--- config.mk ---
export PLATFORM = sky130hd
export DESIGN_NAME = efr_embedded_function_regs
export DESIGN_NICKNAME = d
export VERILOG_FILES = /design/src/rtl/efr_pkg.sv /design/src/rtl/efr_embedded_function_regs.sv /design/src/rtl/efr_page0_store.sv
export SDC_FILE = /design/constraint.sdc
export NUM_CORES = 1
export LEC_CHECK = 0
export ABC_CLOCK_PERIOD_IN_PS = 6950
export BUFFER_PORTS_ARGS = -buffer_cell sky130_fd_sc_hd__buf_2
export CAP_MARGIN = 40
export CORE_ASPECT_RATIO = 2
export CORE_MARGIN = 4
export CORE_UTILIZATION = 50
export CTS_CLUSTER_SIZE = 25
export DETAILED_ROUTE_END_ITERATION = 7
export PLACE_DENSITY = 0.82
export SYNTH_ARGS = -nofsm -noshare
export SYNTH_HDL_FRONTEND = slang
export SYNTH_HIERARCHICAL = 1
export SYNTH_SLANG_ARGS = --single-unit
--- constraint.sdc ---
create_clock -name clock -period 6.95 [get_ports clock]
set_input_delay 1.7375 -clock clock [delete_from_list [all_inputs] [get_ports clock]]
set_output_delay 1.7375 -clock clock [all_outputs]
set_load 0.05 [all_outputs]
--- src/rtl/efr_pkg.sv ---
// Constants for the embedded function register bank.
// Assumes an 8-bit address, 8-bit data register port inside the sensor.
package efr_pkg;

  ////////////////////////////////////////////////////////////////////////////////
  // Main bank offsets
  localparam logic [7:0] OFS_PAGE_SELECT = 8'h02;
  localparam logic [7:0] OFS_PAGE_ADDRESS = 8'h08;
  localparam logic [7:0] OFS_PAGE_VALUE = 8'h09;
  localparam logic [7:0] OFS_PAGE_MODE = 8'h17;
  localparam logic [7:0] OFS_EVENT_SOURCE = 8'h2A;
  localparam logic [7:0] OFS_INIT_A = 8'h2C;
  localparam logic [7:0] OFS_INIT_B = 8'h2D;
  localparam logic [7:0] OFS_TREE_1 = 8'h34;
  localparam logic [7:0] OFS_TREE_2 = 8'h35;
  localparam logic [7:0] OFS_TREE_3 = 8'h36;
  localparam logic [7:0] OFS_TREE_4 = 8'h37;
  localparam logic [7:0] OFS_SM_RATE = 8'h39;
  localparam logic [7:0] OFS_CL_RATE = 8'h3A;
  localparam logic [7:0] OFS_BANK_GATE = 8'h3F;

  ////////////////////////////////////////////////////////////////////////////////
  // Field positions
  localparam int SRC_CLEAR_BIT = 7;
  localparam int SRC_DETECT_BIT = 5;
  localparam int SRC_WINDOW_BIT = 4;
  localparam int SRC_OVF_BIT = 3;
  localparam int SRC_INCR_BIT = 2;
  localparam int INIT_EARLY_BIT = 7;
  localparam int INIT_SIGMOT_BIT = 5;
  localparam int INIT_TILT_BIT = 4;
  localparam int INIT_STRIDE_BIT = 3;
  localparam int INIT_LATE_BIT = 4;
  localparam int INIT_PROGRAM_BIT = 0;
  localparam int SM_CODE_LSB = 3;
  localparam int CL_CODE_LSB = 4;
  localparam int MODE_READ_BIT = 5;
  localparam int MODE_WRITE_BIT = 6;
  localparam int BANK_OPEN_BIT = 7;

  // Writable bits per register; everything else reads zero
  localparam logic [7:0] INIT_A_MASK = 8'hB8;
  localparam logic [7:0] INIT_B_MASK = 8'h11;
  localparam logic [7:0] SM_RATE_MASK = 8'h78;
  localparam logic [7:0] CL_RATE_MASK = 8'h71;
  localparam logic [7:0] PAGE_SEL_MASK = 8'h0F;
  localparam logic [7:0] PAGE_MODE_MASK = 8'h60;
  localparam logic [7:0] BANK_GATE_MASK = 8'h80;

  ////////////////////////////////////////////////////////////////////////////////
  // Reset values
  localparam logic [7:0] SM_RATE_RESET = 8'h48;
  localparam logic [7:0] CL_RATE_RESET = 8'h11;
  localparam logic [7:0] ZERO_RESET = 8'h00;

  ////////////////////////////////////////////////////////////////////////////////
  // Rates in tenths of a hertz
  localparam logic [15:0] NORMAL_BASE_DHZ = 16'h007D;
  localparam logic [15:0] BIO_BASE_DHZ = 16'h01F4;
  localparam logic [2:0] SM_NORMAL_MAX = 3'h6;
  localparam logic [2:0] CL_NORMAL_MAX = 3'h4;
  localparam logic [2:0] BIO_TOP_CODE = 3'h5;
  localparam int STEP_COUNT_W = 16;

  ////////////////////////////////////////////////////////////////////////////////
  // Advanced-feature page 0
  localparam logic [3:0] PAGE_ZERO = 4'h0;
  localparam int PAGE0_COUNT = 12;
  localparam logic [7:0] PAGE0_ADDR [PAGE0_COUNT] = '{
    8'h54, 8'h55, 8'h56, 8'h58, 8'h59, 8'h5D,
    8'h5E, 8'hAA, 8'hAB, 8'hB6, 8'hB7, 8'hD2};
  localparam logic [7:0] PAGE0_RESET [PAGE0_COUNT] = '{
    8'h00, 8'h00, 8'h00, 8'h00, 8'h00, 8'h00,
    8'h0A, 8'h00, 8'h00, 8'h66, 8'h12, 8'h00};
  localparam int PAGE0_WINDOW_LO = 7;
  localparam int PAGE0_WINDOW_HI = 8;

endpackage

--- src/rtl/efr_embedded_function_regs.sv ---
// Embedded function register bank: pedometer flags, init requests,
// decision-tree results, rate selects and the paged window to page 0.
// Assumes a byte-wide register port synchronous to clock, and algorithm
// results presented with a one-cycle update strobe.

////////////////////////////////////////////////////////////////////////////////
// Overview of operation
// - Writing one to clear bit zeroes step counter
// - Read-only flag shows a step was detected
// - Read-only flag shows step in delta window
// - Overflow flag sets when count reaches 65536
// - Increment flag, forced low with window programmed
// - First init register holds four request bits
// - Second init register holds two request bits
// - Four read-only decision tree result bytes
// - Normal state-program rates 12.5 to 800 Hz
// - Biopotential state-program rates 50 to 1600 Hz
// - Normal classifier rates 12.5 to 200 Hz
// - Biopotential classifier rates 50 to 1600 Hz
// - 1600 Hz only with high performance off
// - Page 0 reachable only with page zero
// - Page 0 loaded when embedded features enabled
// - Factory values restored at every power-up
// - Addressed page byte returned in value register
// - Page address advances after each value transfer
module efr_embedded_function_regs (
  input wire logic clock,
  input wire logic reset_n,
  input wire logic reg_write,
  input wire logic reg_read,
  input wire logic [7:0] reg_addr,
  input wire logic [7:0] reg_wdata,
  output logic [7:0] reg_rdata,
  input wire logic embedded_features_on,
  input wire logic high_perf_select,
  input wire logic biopotential_only,
  input wire logic algo_update,
  input wire logic step_detected_in,
  input wire logic window_stride_in,
  input wire logic stride_count_incr_in,
  input wire logic [31:0] tree_output_in,
  output logic [efr_pkg::STEP_COUNT_W-1:0] step_count,
  output logic feature_bank_open,
  output logic early_classifier_reinit,
  output logic significant_motion_reinit,
  output logic tilt_reinit,
  output logic stride_algo_reinit,
  output logic late_classifier_reinit,
  output logic state_program_reinit,
  output logic [15:0] state_program_rate_dhz,
  output logic [15:0] classifier_rate_dhz,
  output logic [efr_pkg::PAGE0_COUNT*8-1:0] feature_config
);

  ////////////////////////////////////////////////////////////////////////////////
  // State
  logic [efr_pkg::STEP_COUNT_W:0] step_cnt;
  logic [efr_pkg::STEP_COUNT_W:0] next_step_cnt;
  logic clear_bit;
  logic next_clear_bit;
  logic detect_flag;
  logic next_detect_flag;
  logic window_flag;
  logic next_window_flag;
  logic incr_flag;
  logic next_incr_flag;
  logic [7:0] init_a;
  logic [7:0] next_init_a;
  logic [7:0] init_b;
  logic [7:0] next_init_b;
  logic [31:0] trees;
  logic [31:0] next_trees;
  logic [7:0] sm_rate;
  logic [7:0] next_sm_rate;
  logic [7:0] cl_rate;
  logic [7:0] next_cl_rate;
  logic [7:0] page_sel;
  logic [7:0] next_page_sel;
  logic [7:0] page_addr;
  logic [7:0] next_page_addr;
  logic [7:0] page_mode;
  logic [7:0] next_page_mode;
  logic [7:0] bank_gate;
  logic [7:0] next_bank_gate;
  logic [7:0] rdata;
  logic [7:0] next_rdata;
  logic enable_seen;
  logic next_enable_seen;

  logic bank_open;
  logic page_ok;
  logic page_wr;
  logic page_rd;
  logic page_load;
  logic clear_wr;
  logic window_set;
  logic [7:0] page_rdata;
  logic [7:0] src_view;

  ////////////////////////////////////////////////////////////////////////////////
  // Helpers
  function automatic logic wr_to(input logic [7:0] ofs);
    wr_to = reg_write && bank_open && (reg_addr == ofs);
  endfunction

  // Zero means reserved or not available in this configuration
  function automatic logic [15:0] rate_dhz(input logic [2:0] code,
                                           input logic [2:0] normal_max,
                                           input logic bio,
                                           input logic hp);
    rate_dhz = 16'h0000;
    if (!bio) begin
      if (code <= normal_max) begin
        rate_dhz = efr_pkg::NORMAL_BASE_DHZ << code;
      end
    end else if (code < efr_pkg::BIO_TOP_CODE) begin
      rate_dhz = efr_pkg::BIO_BASE_DHZ << code;
    end else if (code == efr_pkg::BIO_TOP_CODE && !hp) begin
      rate_dhz = efr_pkg::BIO_BASE_DHZ << code;
    end
  endfunction

  ////////////////////////////////////////////////////////////////////////////////
  // Access qualification
  assign bank_open = bank_gate[efr_pkg::BANK_OPEN_BIT];
  assign page_ok = bank_open && embedded_features_on
                   && (page_sel[3:0] == efr_pkg::PAGE_ZERO);
  assign page_wr = reg_write && (reg_addr == efr_pkg::OFS_PAGE_VALUE) && page_ok
                   && page_mode[efr_pkg::MODE_WRITE_BIT];
  assign page_rd = reg_read && bank_open && page_ok
                   && (reg_addr == efr_pkg::OFS_PAGE_VALUE)
                   && page_mode[efr_pkg::MODE_READ_BIT];
  // Reload on each enable so stale edits never survive a restart
  assign page_load = embedded_features_on && !enable_seen;
  assign clear_wr = reg_write && bank_open && (reg_addr == efr_pkg::OFS_EVENT_SOURCE)
                    && reg_wdata[efr_pkg::SRC_CLEAR_BIT];
  assign window_set = (feature_config[efr_pkg::PAGE0_WINDOW_HI*8 +: 8] != 8'h00)
                      || (feature_config[efr_pkg::PAGE0_WINDOW_LO*8 +: 8] != 8'h00);

  efr_page0_store u_page0 (
    .clock(clock),
    .reset_n(reset_n),
    .load(page_load),
    .wr_en(page_wr),
    .addr(page_addr),
    .wdata(reg_wdata),
    .rdata(page_rdata),
    .config_flat(feature_config)
  );

  ////////////////////////////////////////////////////////////////////////////////
  // Pedometer source
  always_comb begin
    next_step_cnt = step_cnt;
    next_clear_bit = clear_bit;
    next_detect_flag = detect_flag;
    next_window_flag = window_flag;
    next_incr_flag = incr_flag;
    if (wr_to(efr_pkg::OFS_EVENT_SOURCE)) begin
      next_clear_bit = reg_wdata[efr_pkg::SRC_CLEAR_BIT];
    end
    if (algo_update) begin
      next_detect_flag = step_detected_in;
      next_window_flag = window_stride_in;
      next_incr_flag = stride_count_incr_in && !window_set;
      if (stride_count_incr_in && !step_cnt[efr_pkg::STEP_COUNT_W]) begin
        next_step_cnt = step_cnt + 1'b1;
      end
    end
    if (window_set) begin
      next_incr_flag = 1'b0;
    end
    // A clear in the same cycle as a new step discards that step
    if (clear_wr) begin
      next_step_cnt = '0;
    end
  end

  always_ff @(posedge clock) begin
    if (!reset_n) begin
      step_cnt <= '0;
      clear_bit <= 1'b0;
      detect_flag <= 1'b0;
      window_flag <= 1'b0;
      incr_flag <= 1'b0;
    end else begin
      step_cnt <= next_step_cnt;
      clear_bit <= next_clear_bit;
      detect_flag <= next_detect_flag;
      window_flag <= next_window_flag;
      incr_flag <= next_incr_flag;
    end
  end

  always_comb begin
    src_view = 8'h00;
    src_view[efr_pkg::SRC_CLEAR_BIT] = clear_bit;
    src_view[efr_pkg::SRC_DETECT_BIT] = detect_flag;
    src_view[efr_pkg::SRC_WINDOW_BIT] = window_flag;
    src_view[efr_pkg::SRC_OVF_BIT] = step_cnt[efr_pkg::STEP_COUNT_W];
    src_view[efr_pkg::SRC_INCR_BIT] = incr_flag;
  end

  ////////////////////////////////////////////////////////////////////////////////
  // Configuration, init requests and tree results
  always_comb begin
    next_init_a = init_a;
    next_init_b = init_b;
    next_trees = trees;
    next_sm_rate = sm_rate;
    next_cl_rate = cl_rate;
    next_page_sel = page_sel;
    next_page_mode = page_mode;
    next_bank_gate = bank_gate;
    next_page_addr = page_addr;
    // Unnamed bits are dropped rather than stored
    if (wr_to(efr_pkg::OFS_INIT_A)) begin
      next_init_a = reg_wdata & efr_pkg::INIT_A_MASK;
    end
    if (wr_to(efr_pkg::OFS_INIT_B)) begin
      next_init_b = reg_wdata & efr_pkg::INIT_B_MASK;
    end
    if (algo_update) begin
      next_trees = tree_output_in;
    end
    if (wr_to(efr_pkg::OFS_SM_RATE)) begin
      next_sm_rate = reg_wdata & efr_pkg::SM_RATE_MASK;
    end
    if (wr_to(efr_pkg::OFS_CL_RATE)) begin
      next_cl_rate = reg_wdata & efr_pkg::CL_RATE_MASK;
    end
    if (wr_to(efr_pkg::OFS_PAGE_SELECT)) begin
      next_page_sel = reg_wdata & efr_pkg::PAGE_SEL_MASK;
    end
    if (wr_to(efr_pkg::OFS_PAGE_MODE)) begin
      next_page_mode = reg_wdata & efr_pkg::PAGE_MODE_MASK;
    end
    if (reg_write && reg_addr == efr_pkg::OFS_BANK_GATE) begin
      next_bank_gate = reg_wdata & efr_pkg::BANK_GATE_MASK;
    end
    if (wr_to(efr_pkg::OFS_PAGE_ADDRESS)) begin
      next_page_addr = reg_wdata;
    end else if (page_wr || page_rd) begin
      next_page_addr = page_addr + 8'h01;
    end
  end

  always_ff @(posedge clock) begin
    if (!reset_n) begin
      init_a <= efr_pkg::ZERO_RESET;
      init_b <= efr_pkg::ZERO_RESET;
      trees <= '0;
      sm_rate <= efr_pkg::SM_RATE_RESET;
      cl_rate <= efr_pkg::CL_RATE_RESET;
      page_sel <= efr_pkg::ZERO_RESET;
      page_mode <= efr_pkg::ZERO_RESET;
      bank_gate <= efr_pkg::ZERO_RESET;
      page_addr <= efr_pkg::ZERO_RESET;
    end else begin
      init_a <= next_init_a;
      init_b <= next_init_b;
      trees <= next_trees;
      sm_rate <= next_sm_rate;
      cl_rate <= next_cl_rate;
      page_sel <= next_page_sel;
      page_mode <= next_page_mode;
      bank_gate <= next_bank_gate;
      page_addr <= next_page_addr;
    end
  end

  ////////////////////////////////////////////////////////////////////////////////
  // Read data, registered one cycle after the read strobe
  always_comb begin
    next_rdata = rdata;
    next_enable_seen = embedded_features_on;
    if (reg_read) begin
      next_rdata = 8'h00;
      if (reg_addr == efr_pkg::OFS_BANK_GATE) begin
        next_rdata = bank_gate;
      end else if (bank_open) begin
        case (reg_addr)
          efr_pkg::OFS_EVENT_SOURCE: next_rdata = src_view;
          efr_pkg::OFS_INIT_A: next_rdata = init_a;
          efr_pkg::OFS_INIT_B: next_rdata = init_b;
          efr_pkg::OFS_TREE_1: next_rdata = trees[7:0];
          efr_pkg::OFS_TREE_2: next_rdata = trees[15:8];
          efr_pkg::OFS_TREE_3: next_rdata = trees[23:16];
          efr_pkg::OFS_TREE_4: next_rdata = trees[31:24];
          efr_pkg::OFS_SM_RATE: next_rdata = sm_rate;
          efr_pkg::OFS_CL_RATE: next_rdata = cl_rate;
          efr_pkg::OFS_PAGE_SELECT: next_rdata = page_sel;
          efr_pkg::OFS_PAGE_MODE: next_rdata = page_mode;
          efr_pkg::OFS_PAGE_ADDRESS: next_rdata = page_addr;
          efr_pkg::OFS_PAGE_VALUE: begin
            next_rdata = page_rd ? page_rdata : 8'h00;
          end
          default: next_rdata = 8'h00;
        endcase
      end
    end
  end

  always_ff @(posedge clock) begin
    if (!reset_n) begin
      rdata <= 8'h00;
      enable_seen <= 1'b0;
    end else begin
      rdata <= next_rdata;
      enable_seen <= next_enable_seen;
    end
  end

  ////////////////////////////////////////////////////////////////////////////////
  // Outputs
  assign reg_rdata = rdata;
  assign step_count = step_cnt[efr_pkg::STEP_COUNT_W-1:0];
  assign feature_bank_open = bank_open;
  assign early_classifier_reinit = init_a[efr_pkg::INIT_EARLY_BIT];
  assign significant_motion_reinit = init_a[efr_pkg::INIT_SIGMOT_BIT];
  assign tilt_reinit = init_a[efr_pkg::INIT_TILT_BIT];
  assign stride_algo_reinit = init_a[efr_pkg::INIT_STRIDE_BIT];
  assign late_classifier_reinit = init_b[efr_pkg::INIT_LATE_BIT];
  assign state_program_reinit = init_b[efr_pkg::INIT_PROGRAM_BIT];
  assign state_program_rate_dhz = rate_dhz(sm_rate[efr_pkg::SM_CODE_LSB +: 3],
                                           efr_pkg::SM_NORMAL_MAX,
                                           biopotential_only, high_perf_select);
  assign classifier_rate_dhz = rate_dhz(cl_rate[efr_pkg::CL_CODE_LSB +: 3],
                                        efr_pkg::CL_NORMAL_MAX,
                                        biopotential_only, high_perf_select);

endmodule

--- src/rtl/efr_page0_store.sv ---
// Advanced-feature page 0 storage: twelve bytes at sparse addresses.
// Assumes the caller has already checked page, mode and enables.
module efr_page0_store (
  input wire logic clock,
  input wire logic reset_n,
  input wire logic load,
  input wire logic wr_en,
  input wire logic [7:0] addr,
  input wire logic [7:0] wdata,
  output logic [7:0] rdata,
  output logic [efr_pkg::PAGE0_COUNT*8-1:0] config_flat
);

  logic [7:0] store [efr_pkg::PAGE0_COUNT];
  logic [7:0] next_store [efr_pkg::PAGE0_COUNT];

  // Reserved holes are never written, so they cannot be corrupted
  function automatic logic hit_at(input logic [7:0] a, input int i);
    hit_at = (a == efr_pkg::PAGE0_ADDR[i]);
  endfunction

  always_comb begin
    rdata = 8'h00;
    for (int i = 0; i < efr_pkg::PAGE0_COUNT; i++) begin
      next_store[i] = store[i];
      config_flat[i*8 +: 8] = store[i];
      if (hit_at(addr, i)) begin
        rdata = store[i];
      end
      if (load) begin
        next_store[i] = efr_pkg::PAGE0_RESET[i];
      end else if (wr_en && hit_at(addr, i)) begin
        next_store[i] = wdata;
      end
    end
  end

  always_ff @(posedge clock) begin
    for (int i = 0; i < efr_pkg::PAGE0_COUNT; i++) begin
      if (!reset_n) begin
        store[i] <= efr_pkg::PAGE0_RESET[i];
      end else begin
        store[i] <= next_store[i];
      end
    end
  end

endmodule

; Word level (Yosys, flattened, before mapping)
; Memory sizes are Yosys's and may differ from the RTL's.
; Index checks and enable logic that the tools add are counted.
[op_classes]
n_mux = 64
n_reduce_logical = 50
n_eq_ne = 28
n_bitwise = 13
add_sub_neg = 2
n_shift = 4
magnitude_cmp = 4
[ops]
columns = op, count
row1 = two-way mux 8 bit, 53
row2 = two-way mux 16 bit, 8
row3 = one-hot mux 8 bit (13 select lines), 1
row4 = == test 8 x 6 -> 1 bit (second input constant), 10
row5 = == test 8 x 7 -> 1 bit (second input constant), 7
row6 = == test 8 bit (second input constant), 5
row7 = logical AND 1 bit, 37
row8 = left shift 7 x 3 -> 16 bit (first input constant), 2
row9 = left shift 9 x 3 -> 16 bit (first input constant), 2
row10 = adder 17 x 1 -> 17 bit (second input constant), 1
row11 = == test 8 x 4 -> 1 bit (second input constant), 2
row12 = nonzero test 8 bit, 2
row13 = OR 1 bit, 12
row14 = adder 8 x 1 -> 8 bit (second input constant), 1
row15 = == test 8 x 2 -> 1 bit (second input constant), 1
row16 = == test 8 x 5 -> 1 bit (second input constant), 1
row17 = == test 3 bit (second input constant), 2
row18 = <= comparator 3 bit (second input constant), 2
row19 = < comparator 3 bit (second input constant), 2
row20 = logical NOT 1 bit, 4
row21 = logical NOT 4 bit, 1
row22 = OR reduction 2 bit, 2
row23 = logical OR 1 bit, 2
row24 = two-way mux 1 bit, 2
row25 = 3 further kinds, 3
[word_totals]
ramBits = 96
mem_count = 1
regBits = 91
wordCells = 182
in_bits = 59
out_inout_bits = 159
[memory_table]
columns = memory, depth, width, read_ports, rd_clocked_by_memory_dff, write_ports, line
row1 = u_page0.store, 12, 8, 12, 0, 12, efr_page0_store.sv:14  ; logic [7:0] store [efr_pkg::PAGE0_COUNT];

; Depth between registers and ports, before layout
; Gate-level depths: netlist of run 1.
[depth]
ltp_word = 17
ltp_mapped = 9
depth_no_buf = 7

; Modules after synthesis
; Netlist of run 1, hierarchy kept.
[by_module_without_submodules]
columns = module, area_per_inst_um2, cells_per_inst, seq_area_each_um2, instances
row1 = efr_embedded_function_regs, 5129.9, 612, 1821.7, 1
row2 = efr_page0_store, 4625.7, 515, 1921.8, 1

; Worst setup path after synthesis of run 1
; Ideal clock, no wire load.
[synth_timing]
kind = input to output
start = input port biopotential_only
end = output port state_program_rate_dhz[13]
t_arrival_ns = 3.736
path_stages = 3
t_required_ns = 5.213
path_buffers = 1
setup_slack_ns = 1.477
cell_sequence = clkbuf_1 nand2_1 nor4b_1
[synth_via]
elab_chain_cells = 1
[synth_lines]
columns = element, line
row1 = "start, declared", efr_embedded_function_regs.sv:36  ; input wire logic biopotential_only,
row2 = two-way mux 16 bit, efr_embedded_function_regs.sv:112  ; if (!bio) begin
row3 = "end, declared", efr_embedded_function_regs.sv:50  ; output logic [15:0] state_program_rate_dhz,
; Every way passes these cells.

; Worst setup path after layout of run 1
[layout_timing]
start = input port biopotential_only
end = output port state_program_rate_dhz[9]
; The elaborated chain is that of the path after synthesis.

==> run summary, run 1 <==
The setup TNS came out at 0 ps. The routed wirelength normalized by instance count is 21.91 um. The number of placed I/O pins came out at 218. The count of input and output buffers is 213. The TritonCTS clock tree is built.

Synthesis produced a netlist whose cell count is 1,127. The initial antenna violation count is 0. The count of final max-slew check failures came out at 0. The areal power density over the cells is 193.6 mW/mm^2. The most used flip-flop cell after synthesis is dfxtp_1. The pin count of the biggest net entering global routing came out at 89. The setup slack on the worst flop-to-flop path is 3650 ps.

The area overhead of the layout relative to synthesis is 16.31%. The routed design could run at a clock period as short as 4651 ps. The H-tree depth reported by CTS came out at 4. The critical path in this run is classified as in -> out. The final clock skew came out at 14.69 ps. Setup repair after global routing left no endpoint under its margin.

The placement-stage worst setup slack is 1982 ps. For this run the aggregate overflow at the end of global routing stands at 0. The number of iterations in the first detailed-routing pass is 5. The last weighted congestion value of the routability-driven placer came out at 1.022. At the worst endpoint, the required time is 5210 ps. By area the synthesized netlist is led by dfxtp_1, mux2i_1, nor2_1.

The count of state elements after synthesis came out at 187. Measured on the finished design, the core utilization comes to 58.86%. The final-stage net count is 1,338. The detailed router finished its first iteration with 692 violations. Yosys printed 6 warnings. Setup violations remaining at the end of the flow were counted as 0.

The DRC violations left is 0. The worst max-slew margin expressed relative to the limit is 37.56%. The detail route stage leaves a number of antenna-violating nets equal to 0.

Of the post-synthesis cell area, the dominant cell type holds 38.37%. The aggregate global-route resource usage came out at 30.09%. The slew at the pin closest to its max-slew limit came out at 934.7 ps.

The class of the tightest hold or removal check is reg -> reg. The number of hold buffers added after cts came out at 0. The distinct cell type count of the synthesized netlist is 84. The final count of hold timing violations came out at 0. The largest voltage drop on the vdd net is 0.1807 mV. The clock-pin transition on the worst setup and hold timing paths is 70 ps. The peak fanout along the critical path came out at 26. The initial cell density of the core is 50.60%.

Sorting the synthesized cells by how often they occur yields dfxtp_1, nor2_1, mux2i_1. The tree is rooted in a clkbuf_16. The horizontal die dimension came out at 106.8 um. The mapped netlist covers 0.009756 sq mm. The floorplan die height came out at 205.5 um. The share of synthesized flip-flops with an asynchronous set or reset is 0%. The area of the die is 0.02195 sq mm. The total CTS buffers is 17.

In this run the mean area of a mapped cell was 8.656 sq um. The length in cells of the worst reg-to-reg path is 7. The worst hold path begins at sm_rate[6]. The run finished with clean final reports.

Data arrives at the worst endpoint at 2910 ps. The worst hold path terminates at sm_rate[6]. Max-cap violations in this run came to 0. Among all cell types in the netlist, the one instantiated most often is dfxtp_1.

The first global-routing pass estimated 50,400 um of wire. The count of standard-cell rows is 72. The worst setup path is launched from an input port. The buffer count from post-CTS setup fixing is 0. The startpoint of the most critical register-to-register path is page_addr[3]. The number of sinks handled by clock tree synthesis came out at 187. The total of cells resized after clock tree synthesis came out at 0. The region available for standard cell placement spans 0.01928 sq mm. The depth of the worst hold-timing path came out at 2. The minimum setup slack in the final design came out at 2299 ps. The number of antenna diodes in the final layout is 0.

Once detailed placement completed, the half-perimeter wirelength came to 25,190 um. The routed layout has 9,308 vias. The fraction of layout instances using a drive strength above 1 is 23.10%. The number of global-route vias before repair came out at 9,144.

The final cycle utilization of the critical path is 66.92%. The final layout contains routed wiring with a total length of 33,930 um. The destination of the worst register-to-register timing path is reg_rdata[3]. The highest clock frequency the design can meet came out at 215.0 MHz. The biggest area contributor in the post-synthesis netlist is dfxtp_1. The worst setup path is captured at an output port.

The number of synthesized flops with an enable pin came out at 0. The filler cells instantiated in the layout total 1,824. The average vias per placed instance came out at 6.009. The sequential-to-total area share from yosys stat is 38.37%. The worst-case clock buffer depth came out at 2. For the worst-skew pair, the clock arrives at the later sink with an insertion delay of 440 ps. The standby leakage power came out at 4.697 nW.
==> worst max-delay path: stages <==
cell and delay, ps:
buf_2 340, nand2_1 220, a21oi_1 240, a31o_2 130, buf_2 250
==> how the worst max path moves through the flow <==
| stage | from | endpoint | slack [ps] | depth (start not counted) |
|---|---|---|---|---|
| after global placement | reg_addr[0] | u_page0/store[0][5] | 1760 | 8 |
| after global routing | biopotential_only | state_program_rate_dhz[9] | 2170 | 5 |
| after detailed placement | reg_addr[0] | u_page0/store[0][16] | 1980 | 9 |
| after floorplan | biopotential_only | state_program_rate_dhz[13] | 1480 | 3 |
| final | biopotential_only | state_program_rate_dhz[9] | 2300 | 5 |
| after CTS | biopotential_only | state_program_rate_dhz[9] | 2300 | 5 |
==> where the power goes <==
part           switching (W)  total [W]  internal (W)  leakage (nW)
combinational       0.000106   0.000152     0.0000462          2.91
clock               0.000476   0.000953      0.000478         0.274
sequential        0.00000758    0.00109       0.00108          1.51
total               0.000589    0.00220       0.00161          4.70
==> cells by family (layout without fill, tap and decap cells) <==
group	after synthesis	after routing	share of synthesized area, %
mux	155	155	16.76
fa+ha+maj	3	3	0.3591
buf+inv	110	270	5.464
simple gates	467	467	25.05
flops	187	187	38.37
compound gates	189	189	12.61
other cells	1	4	0.03844
xor+xnor	15	15	1.347
==> flip-flops by register name (all words and copies together), names as in the netlist <==
name and cells:
u_page0/store 96, trees 32, step_cnt 17, page_addr 8, reg_rdata 8, cl_rate 4
init_a 4, page_sel 4, sm_rate 4, init_b 2, page_mode 2, bank_gate 1
clear_bit 1, detect_flag 1, enable_seen 1, incr_flag 1, window_flag 1
==> per-stage QoR <==
step	instances	power, W	hold WS, ps	area, sq um
global placement	1516	0.001264	449.9	10760
CTS	1549	0.002211	475.9	11350
detailed placement	1517	0.001266	457.0	10770
global route	1549	0.002269	495.6	11350
floorplan	1130	0.001211	433.9	9767
finish	1549	0.002197	474.1	11350
==> placed cells by master (no fill, tap or decap), types with 13 or more instances in the layout <==
master     instances
nor2b_1           16
nor3_1            16
dfxtp_1          187
buf_2            213
clkbuf_16         17
o21ai_0           32
nand3_1           54
a22oi_1           13
nand2_1           95
o22ai_1           17
nor2_1           166
mux2i_1          142
a21oi_1           50
==> final cells by class <==
class / count / area, sq um / share of cell area [%]
tap: 259 / 324.1 / 2.856
sequential: 187 / 3744 / 32.99
inverter: 13 / 48.80 / 0.4300
timing repair buffer: 225 / 1156 / 10.19
clock inverter: 15 / 153.9 / 1.356
clock buffer: 17 / 425.4 / 3.749
multi-input combinational: 833 / 5495 / 48.43
==> layer usage <==
layer,vias to the layer above,part of all wire (%),global-route usage (%)
li1,4314,-,-
met1,4382,32,28.65
met2,451,53,56.02
met3,161,5.4,4.521
met4,0,9.1,23.87
met5,-,0,0
No activity file was read; power rests on OpenSTA's default activity.
==> run 2, diff against run 1 <==
Settings changed: ABC_AREA from default to 1, ABC_CLOCK_PERIOD_IN_PS 6950 to 4300.
Clock period 6.95 ns to 4.3 ns, I/O delays scaled along.
==> run 2 against run 1 <==
Against the previous run:
- combinational power rose by 51%
- non-clock buffer count down 1
- first-iteration DRC count grew 1.7%
- area after synthesis shrank 0.87%
- largest cell class unchanged
- highest routed layer unchanged
==> run summary, run 2 <==
Run status: finished clean (unchanged). The H-tree depth reported by CTS is 4 (unchanged). The total of cells resized after clock tree synthesis was 0 (unchanged). The iteration-0 DRC count of the detailed router came to 704 (was 692). The floorplan die height is 204.7 um (was 205.5 um). The slew at the pin closest to its max-slew limit is 731.3 ps (was 934.7 ps).

The final count of hold timing violations is 0 (unchanged). The number of max-capacitance violations reported was 0 (unchanged). The buffer count from post-CTS setup fixing came out at 0 (unchanged). The DRC violations left is 0 (unchanged). The post-synthesis cell area came to 0.009671 sq mm (was 0.009756 sq mm).

The met3 layer usage reported by global route came out at 4.163% (was 4.521%). The final clock skew is 9.529 ps (was 14.69 ps). The TritonCTS clock tree was built (unchanged). The largest voltage drop on the vdd net came out at 0.3651 mV (was 0.1807 mV). The total CTS buffers is 17 (unchanged). The pin count of the biggest net entering global routing is 56 (was 89). The remaining antenna violation count after routing came to 0 (unchanged).

The areal power density over the cells is 323.1 mW/mm^2 (was 193.6 mW/mm^2). The routing layer with the top usage in global route is met2 (unchanged). The peak fanout along the critical path is 17 (was 26). The critical path data arrival time came out at 2260 ps (was 2910 ps). The master cell of the clock root buffer was clkbuf_16 (unchanged). The area of the placeable core came to 0.01892 sq mm (was 0.01928 sq mm). The sequential-to-total area share from yosys stat is 38.71% (was 38.37%). The number of sinks handled by clock tree synthesis is 187 (unchanged). The standby leakage power came to 4.987 nW (was 4.697 nW). The initial antenna violation count was 0 (unchanged). The final cycle utilization of the critical path came out at 77.44%. The number of buffer and inverter instances along the worst setup path came out at 3 (was 2). The number of flip-flops under the largest register name is 96 (unchanged). The number of placed I/O pins is 218 (unchanged). The routed wirelength normalized by instance count was 17.45 um (was 21.91 um). The share of synthesized flip-flops with an asynchronous set or reset is 0% (unchanged). The area overhead of the layout relative to synthesis is 17.13% (was 16.31%). The nature of the critical path endpoint is an output port (unchanged). The initial cell density of the core was 51.11% (was 50.60%). The count of final max-slew check failures came out at 0 (unchanged). The final period demand of the worst path is 3330 ps. Top post-synthesis cells by area: dfxtp_1, nand2_1, nor2_1 (was dfxtp_1, mux2i_1, nor2_1).

The number of diodes added for antenna fixing is 0 (unchanged). The minimum setup slack in the final design came out at 969.9 ps (was 2299 ps). The estimated wirelength of the detail-placed design was 25,600 um (was 25,190 um).

The highest clock frequency the design can meet came out at 300.3 MHz. The final cell area excluding filler cells is 0.01133 sq mm (was 0.01135 sq mm). The post-synthesis instance total is 1,481 (was 1,127). The number of warnings printed during yosys synthesis is 6 (unchanged). The class of the tightest hold or removal check is reg -> reg (unchanged). The global route total overflow is 0 (unchanged). The area of the die came out at 0.02177 sq mm (was 0.02195 sq mm). The total power came out at 0.003660 W (was 0.002197 W). The instance area at placement is 0.01071 sq mm (was 0.01077 sq mm). The worst-path cell with the longest stage delay was inv_1 (was buf_2). The most used cell along the critical path is buf_2 (unchanged). The aggregate global-route resource usage came out at 30.03% (was 30.09%). The class of the most critical setup path is in -> out (unchanged). Leading cell types by count after synthesis: nand2_1, nor2_1, dfxtp_1 (was dfxtp_1, nor2_1, mux2i_1). The placement-stage worst setup slack is 1020 ps (was 1982 ps).

The share of the synthesized area in the top cell type is 38.71% (was 38.37%). The global-route wire length before repair was 51,110 um (was 50,400 um). The number of global-route vias before repair came out at 9,923 (was 9,144).

The delay of the slowest cell on the worst path is 370 ps (was 340 ps). The last weighted congestion value of the routability-driven placer was 1.015 (was 1.022). The distinct cell type count of the synthesized netlist was 44 (was 84). The required arrival time at the worst endpoint is 3220 ps (was 5210 ps). The kind of launch point of the worst setup path is an input port (unchanged). The count of input and output buffers is 213 (unchanged). The fraction of layout instances using a drive strength above 1 came out at 18.63% (was 23.10%). The dominant register cell in the synthesized netlist is dfxtp_1 (unchanged).

The most common cell after layout, fill and taps aside is nand2_1 (was buf_2). Setup repair after global routing missed its margin: false (unchanged). The final-report setup violation count came out at 0 (unchanged).

The count of state elements after synthesis was 187 (unchanged). The average vias per placed instance is 5.449 (was 6.009). The number of filler instances in the final layout came out at 1,896 (was 1,824).

The most used standard cell by instance count after synthesis is nand2_1 (was dfxtp_1). The clock-pin transition on the worst setup and hold timing paths came to 70 ps (about the same). The clock network latency to the later pin of the worst-skew pair is 430 ps (was 440 ps). The met1 demand-to-capacity share in global routing came out at 28.42% (was 28.65%).

Highest-count cells in the layout ignoring fill and taps: nand2_1, buf_2, nor2_1 (was buf_2, dfxtp_1, nor2_1). The final routed wirelength across all metal layers came out at 33,400 um (was 33,930 um). The number of synthesized flops with an enable pin is 0 (unchanged). The count of standard-cell rows was 71 (was 72). The horizontal die dimension is 106.3 um (was 106.8 um). The vias after detailed routing came out at 10,430 (was 9,308). The met2 usage in global routing is 57.87% (was 56.02%).

Ordered cell list for the critical path: buf_2 -> inv_1 -> nor2_1 -> a22oi_1 -> buf_2 (was buf_2 -> nand2_1 -> a21oi_1 -> a31o_2 -> buf_2). The worst-case clock buffer depth is 2 (unchanged). The dominant delay contributor by cell family on the critical path is buffers and inverters (unchanged). The final-stage net count is 1,707 (was 1,338). The final design utilization came out at 59.86% (was 58.86%). The setup TNS is 0 ps (unchanged).

The number of iterations in the first detailed-routing pass came to 5 (unchanged). The synthesized area per cell came out at 6.530 sq um (was 8.656 sq um). The worst max-slew margin expressed relative to the limit was 51.07% (was 37.56%). Largest registers: u_page0/store: 96 flops, trees: 32 flops, step_cnt: 17 flops (unchanged). The cell accounting for the most synthesized area was dfxtp_1 (unchanged). The register name with the most flops was u_page0/store (unchanged). The number of hold buffers added after cts is 0 (unchanged).
run 2: changes by cell type after synthesis, sizes merged, moves of 61 or more:
cell,previous run,this run
nand2,95,351
a21oi,50,121
inv,11,163
o21ai,38,116
nand3,57,135
mux2i,142,1
nor2,170,231
run 2: path summary, 6_finish.rpt:
path                          start                endpoint  slack, ps  depth (start not counted)
hold / removal         reg_rdata[2]            reg_rdata[2]        460                          2
hold reg to reg        reg_rdata[2]            reg_rdata[2]        460                          2
setup / recovery  biopotential_only  classifier_rate_dhz[7]        970                          5
setup reg to reg       page_addr[4]            reg_rdata[4]       1410                         17
run 2: metrics by stage:
stage | cells | hold WS (ps)
final | 1914 | 464.7
after detailed placement | 1882 | 453.9
after global placement | 1881 | 450.8
after global routing | 1914 | 486.4
after floorplan | 1484 | 429.5
after CTS | 1914 | 464.2
run 2: tightest hold or removal path: cells and delay by family (launching register included):
| kind | cells | cell delay, ps |
|---|---|---|
| and+or+nand+nor | 1 | 60 |
| DFF | 1 | 310 |
| AOI/OAI and AO/OA | 1 | 60 |
run 2: layout make-up:
type	instances	area, sq um	area share, %
multi-input combinational	1053	4888	43.16
sequential	187	3744	33.05
timing repair buffer	224	1149	10.14
inverter	163	611.8	5.402
clock buffer	19	452.9	3.999
tap	255	319.1	2.817
clock inverter	13	162.7	1.436
run 2: routing by layer:
metal	part of all wire (%)	wire length, um
met2	55	18210
met5	0	0
met4	7.4	2461
met1	33	10950
met3	5.3	1784
run 2: report_power, final:
part	internal, W	total (W)	switching (W)
Clock	0.000954	0.00166	0.000706
Sequential	0.00175	0.00177	0.0000157
Combinational	0.0000578	0.000230	0.000173
run 2: kinds of logic after synthesis:
kind of cell	synth area share (%)
and+or+nand+nor	34.40
AOI/OAI and AO/OA	14.40
buffers and inverters	10.91
DFF	38.71
xor gates and xnor gates	1.177
adders and majority gates	0.2587
other	0.03878
muxes	0.1035
==> run 3, diff against run 2 <==
Settings changed: ABC_CLOCK_PERIOD_IN_PS 4300 to 2750, CORE_UTILIZATION 50 to 49, PLACE_DENSITY 0.82 to 0.83.
Clock period 4.3 ns to 2.75 ns, I/O delays scaled along.
==> run 3 against run 2 <==
Against the previous run:
- non-clock buffer count is 23 higher
- via count up 2.9%
- utilization fell by 0.20 points
- sequential share of layout area is 0.64 points lower
- critical path depth is 1 higher
- combinational power grew 62%
- clock power rose by 55%
- design area up 2.0%
- clock-buffer cell count increased by 1
- first-iteration DRC count grew 21%
- clock skew is 5.7 ps higher
- critical path type is now reg -> out
==> run summary, run 3 (same netlist as run 2, synthesis figures left out) <==
Run status: finished clean (unchanged). The uppermost signal routing layer after detailed routing is met4 (unchanged). The standby leakage power came out at 5.090 nW (was 4.987 nW). The final cycle utilization of the critical path came out at 96.72%. The switching power as a share of total power came out at 24.65% (was 24.42%).

The buffer count from post-CTS setup fixing is 0 (unchanged). The final clock skew was 15.20 ps (was 9.529 ps). The instance area at placement is 0.01092 sq mm (was 0.01071 sq mm). The area of the die is 0.02218 sq mm (was 0.02177 sq mm).

The class of the tightest hold or removal check is in -> reg (was reg -> reg). The worst-path cell with the longest stage delay is dfxtp_1 (was inv_1). The number of placed I/O pins came out at 218 (unchanged). The area overhead of the layout relative to synthesis is 19.48% (was 17.13%). The share of total power in sequential cells was 48.4% (about the same). The total power came to 0.005714 W (was 0.003660 W). The count of standard-cell rows is 72 (was 71). The average vias per placed instance is 5.524 (was 5.449). The clock group share of total power is 45.0% (was 45.3%).

The number of global-route vias before repair came out at 9,948 (was 9,923). The cell-internal power came to 0.004305 W (was 0.002766 W). Largest registers: u_page0/store: 96 flops, trees: 32 flops, step_cnt: 17 flops (unchanged). The setup slack on the worst flop-to-flop path came out at 180 ps (was 1410 ps). The final cell area excluding filler cells came out at 0.01155 sq mm (was 0.01133 sq mm). The initial cell density of the core is 49.93% (was 51.11%). The clock-pin transition on the worst setup and hold timing paths came out at 70 ps (about the same).

The nature of the critical path endpoint is an output port (unchanged). The delay of the slowest cell on the worst path is 350 ps (was 370 ps). The total length of routed met3 wires is 2249 um (was 1784 um).

The part of the power in combinational logic came out at 6.5% (was 6.3%). The destination of the worst register-to-register timing path is reg_rdata[5] (was reg_rdata[4]). The fraction of layout instances using a drive strength above 1 is 19.92% (was 18.63%). The TritonCTS clock tree is built (unchanged). The worst-case clock buffer depth came out at 2 (unchanged).

The worst max-slew margin expressed relative to the limit came out at 54.98% (was 51.07%). The vias after detailed routing came out at 10,730 (was 10,430). The DRC violations left was 0 (unchanged). The length in cells of the worst reg-to-reg path is 17 (unchanged). The final count of hold timing violations came out at 0 (unchanged). The count of input and output buffers is 213 (unchanged). The initial antenna violation count is 2 (was 0). The iteration-0 DRC count of the detailed router came out at 852 (was 704). The depth of the worst hold-timing path came out at 3 (was 2). The slew at the pin closest to its max-slew limit is 670.1 ps (was 731.3 ps). The critical path launch point was cl_rate[6] (was biopotential_only). The startpoint of the most critical register-to-register path was page_addr[3] (was page_addr[4]). The horizontal die dimension came out at 107.3 um (was 106.3 um). The floorplan die height is 206.7 um (was 204.7 um). The global route total overflow is 0 (unchanged). The kind of launch point of the worst setup path is a register (was input port). The most common cell after layout, fill and taps aside is nand2_1 (unchanged).

The routed wirelength normalized by instance count came to 18.36 um (was 17.45 um). The met2 wirelength from detailed routing came out at 18,490 um (was 18,210 um). The remaining antenna violation count after routing was 0 (unchanged). The count of final max-slew check failures came out at 0 (unchanged). The area of the placeable core came out at 0.01937 sq mm (was 0.01892 sq mm). The capturing element of the worst setup path is classifier_rate_dhz[9] (was classifier_rate_dhz[7]). The last weighted congestion value of the routability-driven placer is 1.036 (was 1.015). The final period demand of the worst path came out at 2660 ps.

The aggregate global-route resource usage came out at 31.31% (was 30.03%). Ordered cell list for the critical path: inv_1 -> nor2_1 -> nor2_1 -> nand2_1 -> a22oi_1 -> clkbuf_4 (was buf_2 -> inv_1 -> nor2_1 -> a22oi_1 -> buf_2). The peak fanout along the critical path is 8 (was 17). The final routed wirelength across all metal layers is 35,670 um (was 33,400 um). The critical path data arrival time is 1970 ps (was 2260 ps). The H-tree depth reported by CTS was 4 (unchanged). The global-route wire length before repair was 53,140 um (was 51,110 um). The most used cell along the critical path was nor2_1 (was buf_2).

The areal power density over the cells is 494.5 mW/mm^2 (was 323.1 mW/mm^2). The clock network latency to the later pin of the worst-skew pair came out at 450 ps (was 430 ps). Setup repair after global routing missed its margin: false (unchanged).

The number of flip-flops under the largest register name is 96 (unchanged). The class of the most critical setup path is reg -> out (was in -> out). The required arrival time at the worst endpoint is 2060 ps (was 3220 ps). The register name with the most flops is u_page0/store (unchanged).

The worst hold slack is 459.6 ps (was 464.7 ps). The final-report setup violation count came out at 0 (unchanged). The switching component of the power is 0.001409 W (was 0.0008939 W). The estimated wirelength of the detail-placed design is 26,500 um (was 25,600 um).

The number of sinks handled by clock tree synthesis is 187 (unchanged). The number of iterations in the first detailed-routing pass was 8 (was 5). The final-stage net count came to 1,730 (was 1,707).

The total CTS buffers is 17 (unchanged). The largest voltage drop on the vdd net is 0.3512 mV (was 0.3651 mV). Highest-count cells in the layout ignoring fill and taps: nand2_1, buf_2, nor2_1 (unchanged). The pin count of the biggest net entering global routing was 56 (unchanged). The number of max-capacitance violations reported came out at 0 (unchanged). The master cell of the clock root buffer is clkbuf_16 (unchanged). The highest clock frequency the design can meet is 376.0 MHz. The wire length on met1 came out at 12,160 um (was 10,950 um).
[run 3: per-stage QoR]
stage	setup WS, ps	utilization [%]	instances	setup TNS [ps]
3_3_place_gp	220.8	56.40	1909	0
5_1_grt	6.410	59.66	1943	0
3_5_place_dp	135.7	56.40	1909	0
2_1_floorplan	-66.76	-	1484	-143.4
4_1_cts	4.125	59.56	1941	0
6_report	90.30	59.66	1943	0
[run 3: worst min path at each step]
stage / from / endpoint / slack (ps)
2_1_floorplan: cl_rate[0] / cl_rate[0] / 430
3_5_place_dp: u_page0/store[0][10] / u_page0/store[0][10] / 460
3_3_place_gp: u_page0/store[0][4] / u_page0/store[0][4] / 450
5_1_grt: reg_rdata[2] / reg_rdata[2] / 480
4_1_cts: embedded_features_on / enable_seen / 450
6_report: embedded_features_on / enable_seen / 460
[run 3: power groups by stage]
stage | registers, W | clock network [W] | logic [W]
2_1_floorplan | 0.00282 | 0 | 0.000227
3_3_place_gp | 0.00283 | 0 | 0.000357
3_5_place_dp | 0.00283 | 0 | 0.000362
4_1_cts | 0.00277 | 0.00258 | 0.000364
5_1_grt | 0.00277 | 0.00269 | 0.000401
6_report | 0.00277 | 0.00257 | 0.000372
[run 3: worst max-delay path, delay by kind of cell, from the launching register on]
| kind | cells | cell delay, ps |
|---|---|---|
| flops | 1 | 350 |
| buf+inv | 2 | 530 |
| compound gates | 1 | 250 |
| simple gates | 3 | 410 |
[run 3: cell type report]
type	count	area, sq um
Antenna cell	2	5.005
Clock buffer	20	446.7
Clock inverter	12	163.9
Fill cell	1915	7814
Inverter	163	611.8
Multi-Input combinational cell	1053	4910
Sequential cell	187	3745
Tap cell	259	324.1
Timing Repair Buffer	247	1349
[run 3: layer usage]
| layer | global-route usage, % | up-vias |
|---|---|---|
| met3 | 4.451 | 162 |
| met2 | 57.50 | 537 |
| li1 | - | 5127 |
| met4 | 23.21 | 0 |
| met1 | 31.50 | 4908 |
| met5 | 0 | - |
[run 3: timing repair]
item,4_1_cts,5_1_grt
resized for setup,1,3
hold buffers,0,0
cloned,0,0
endpoints found under the setup margin,2,9
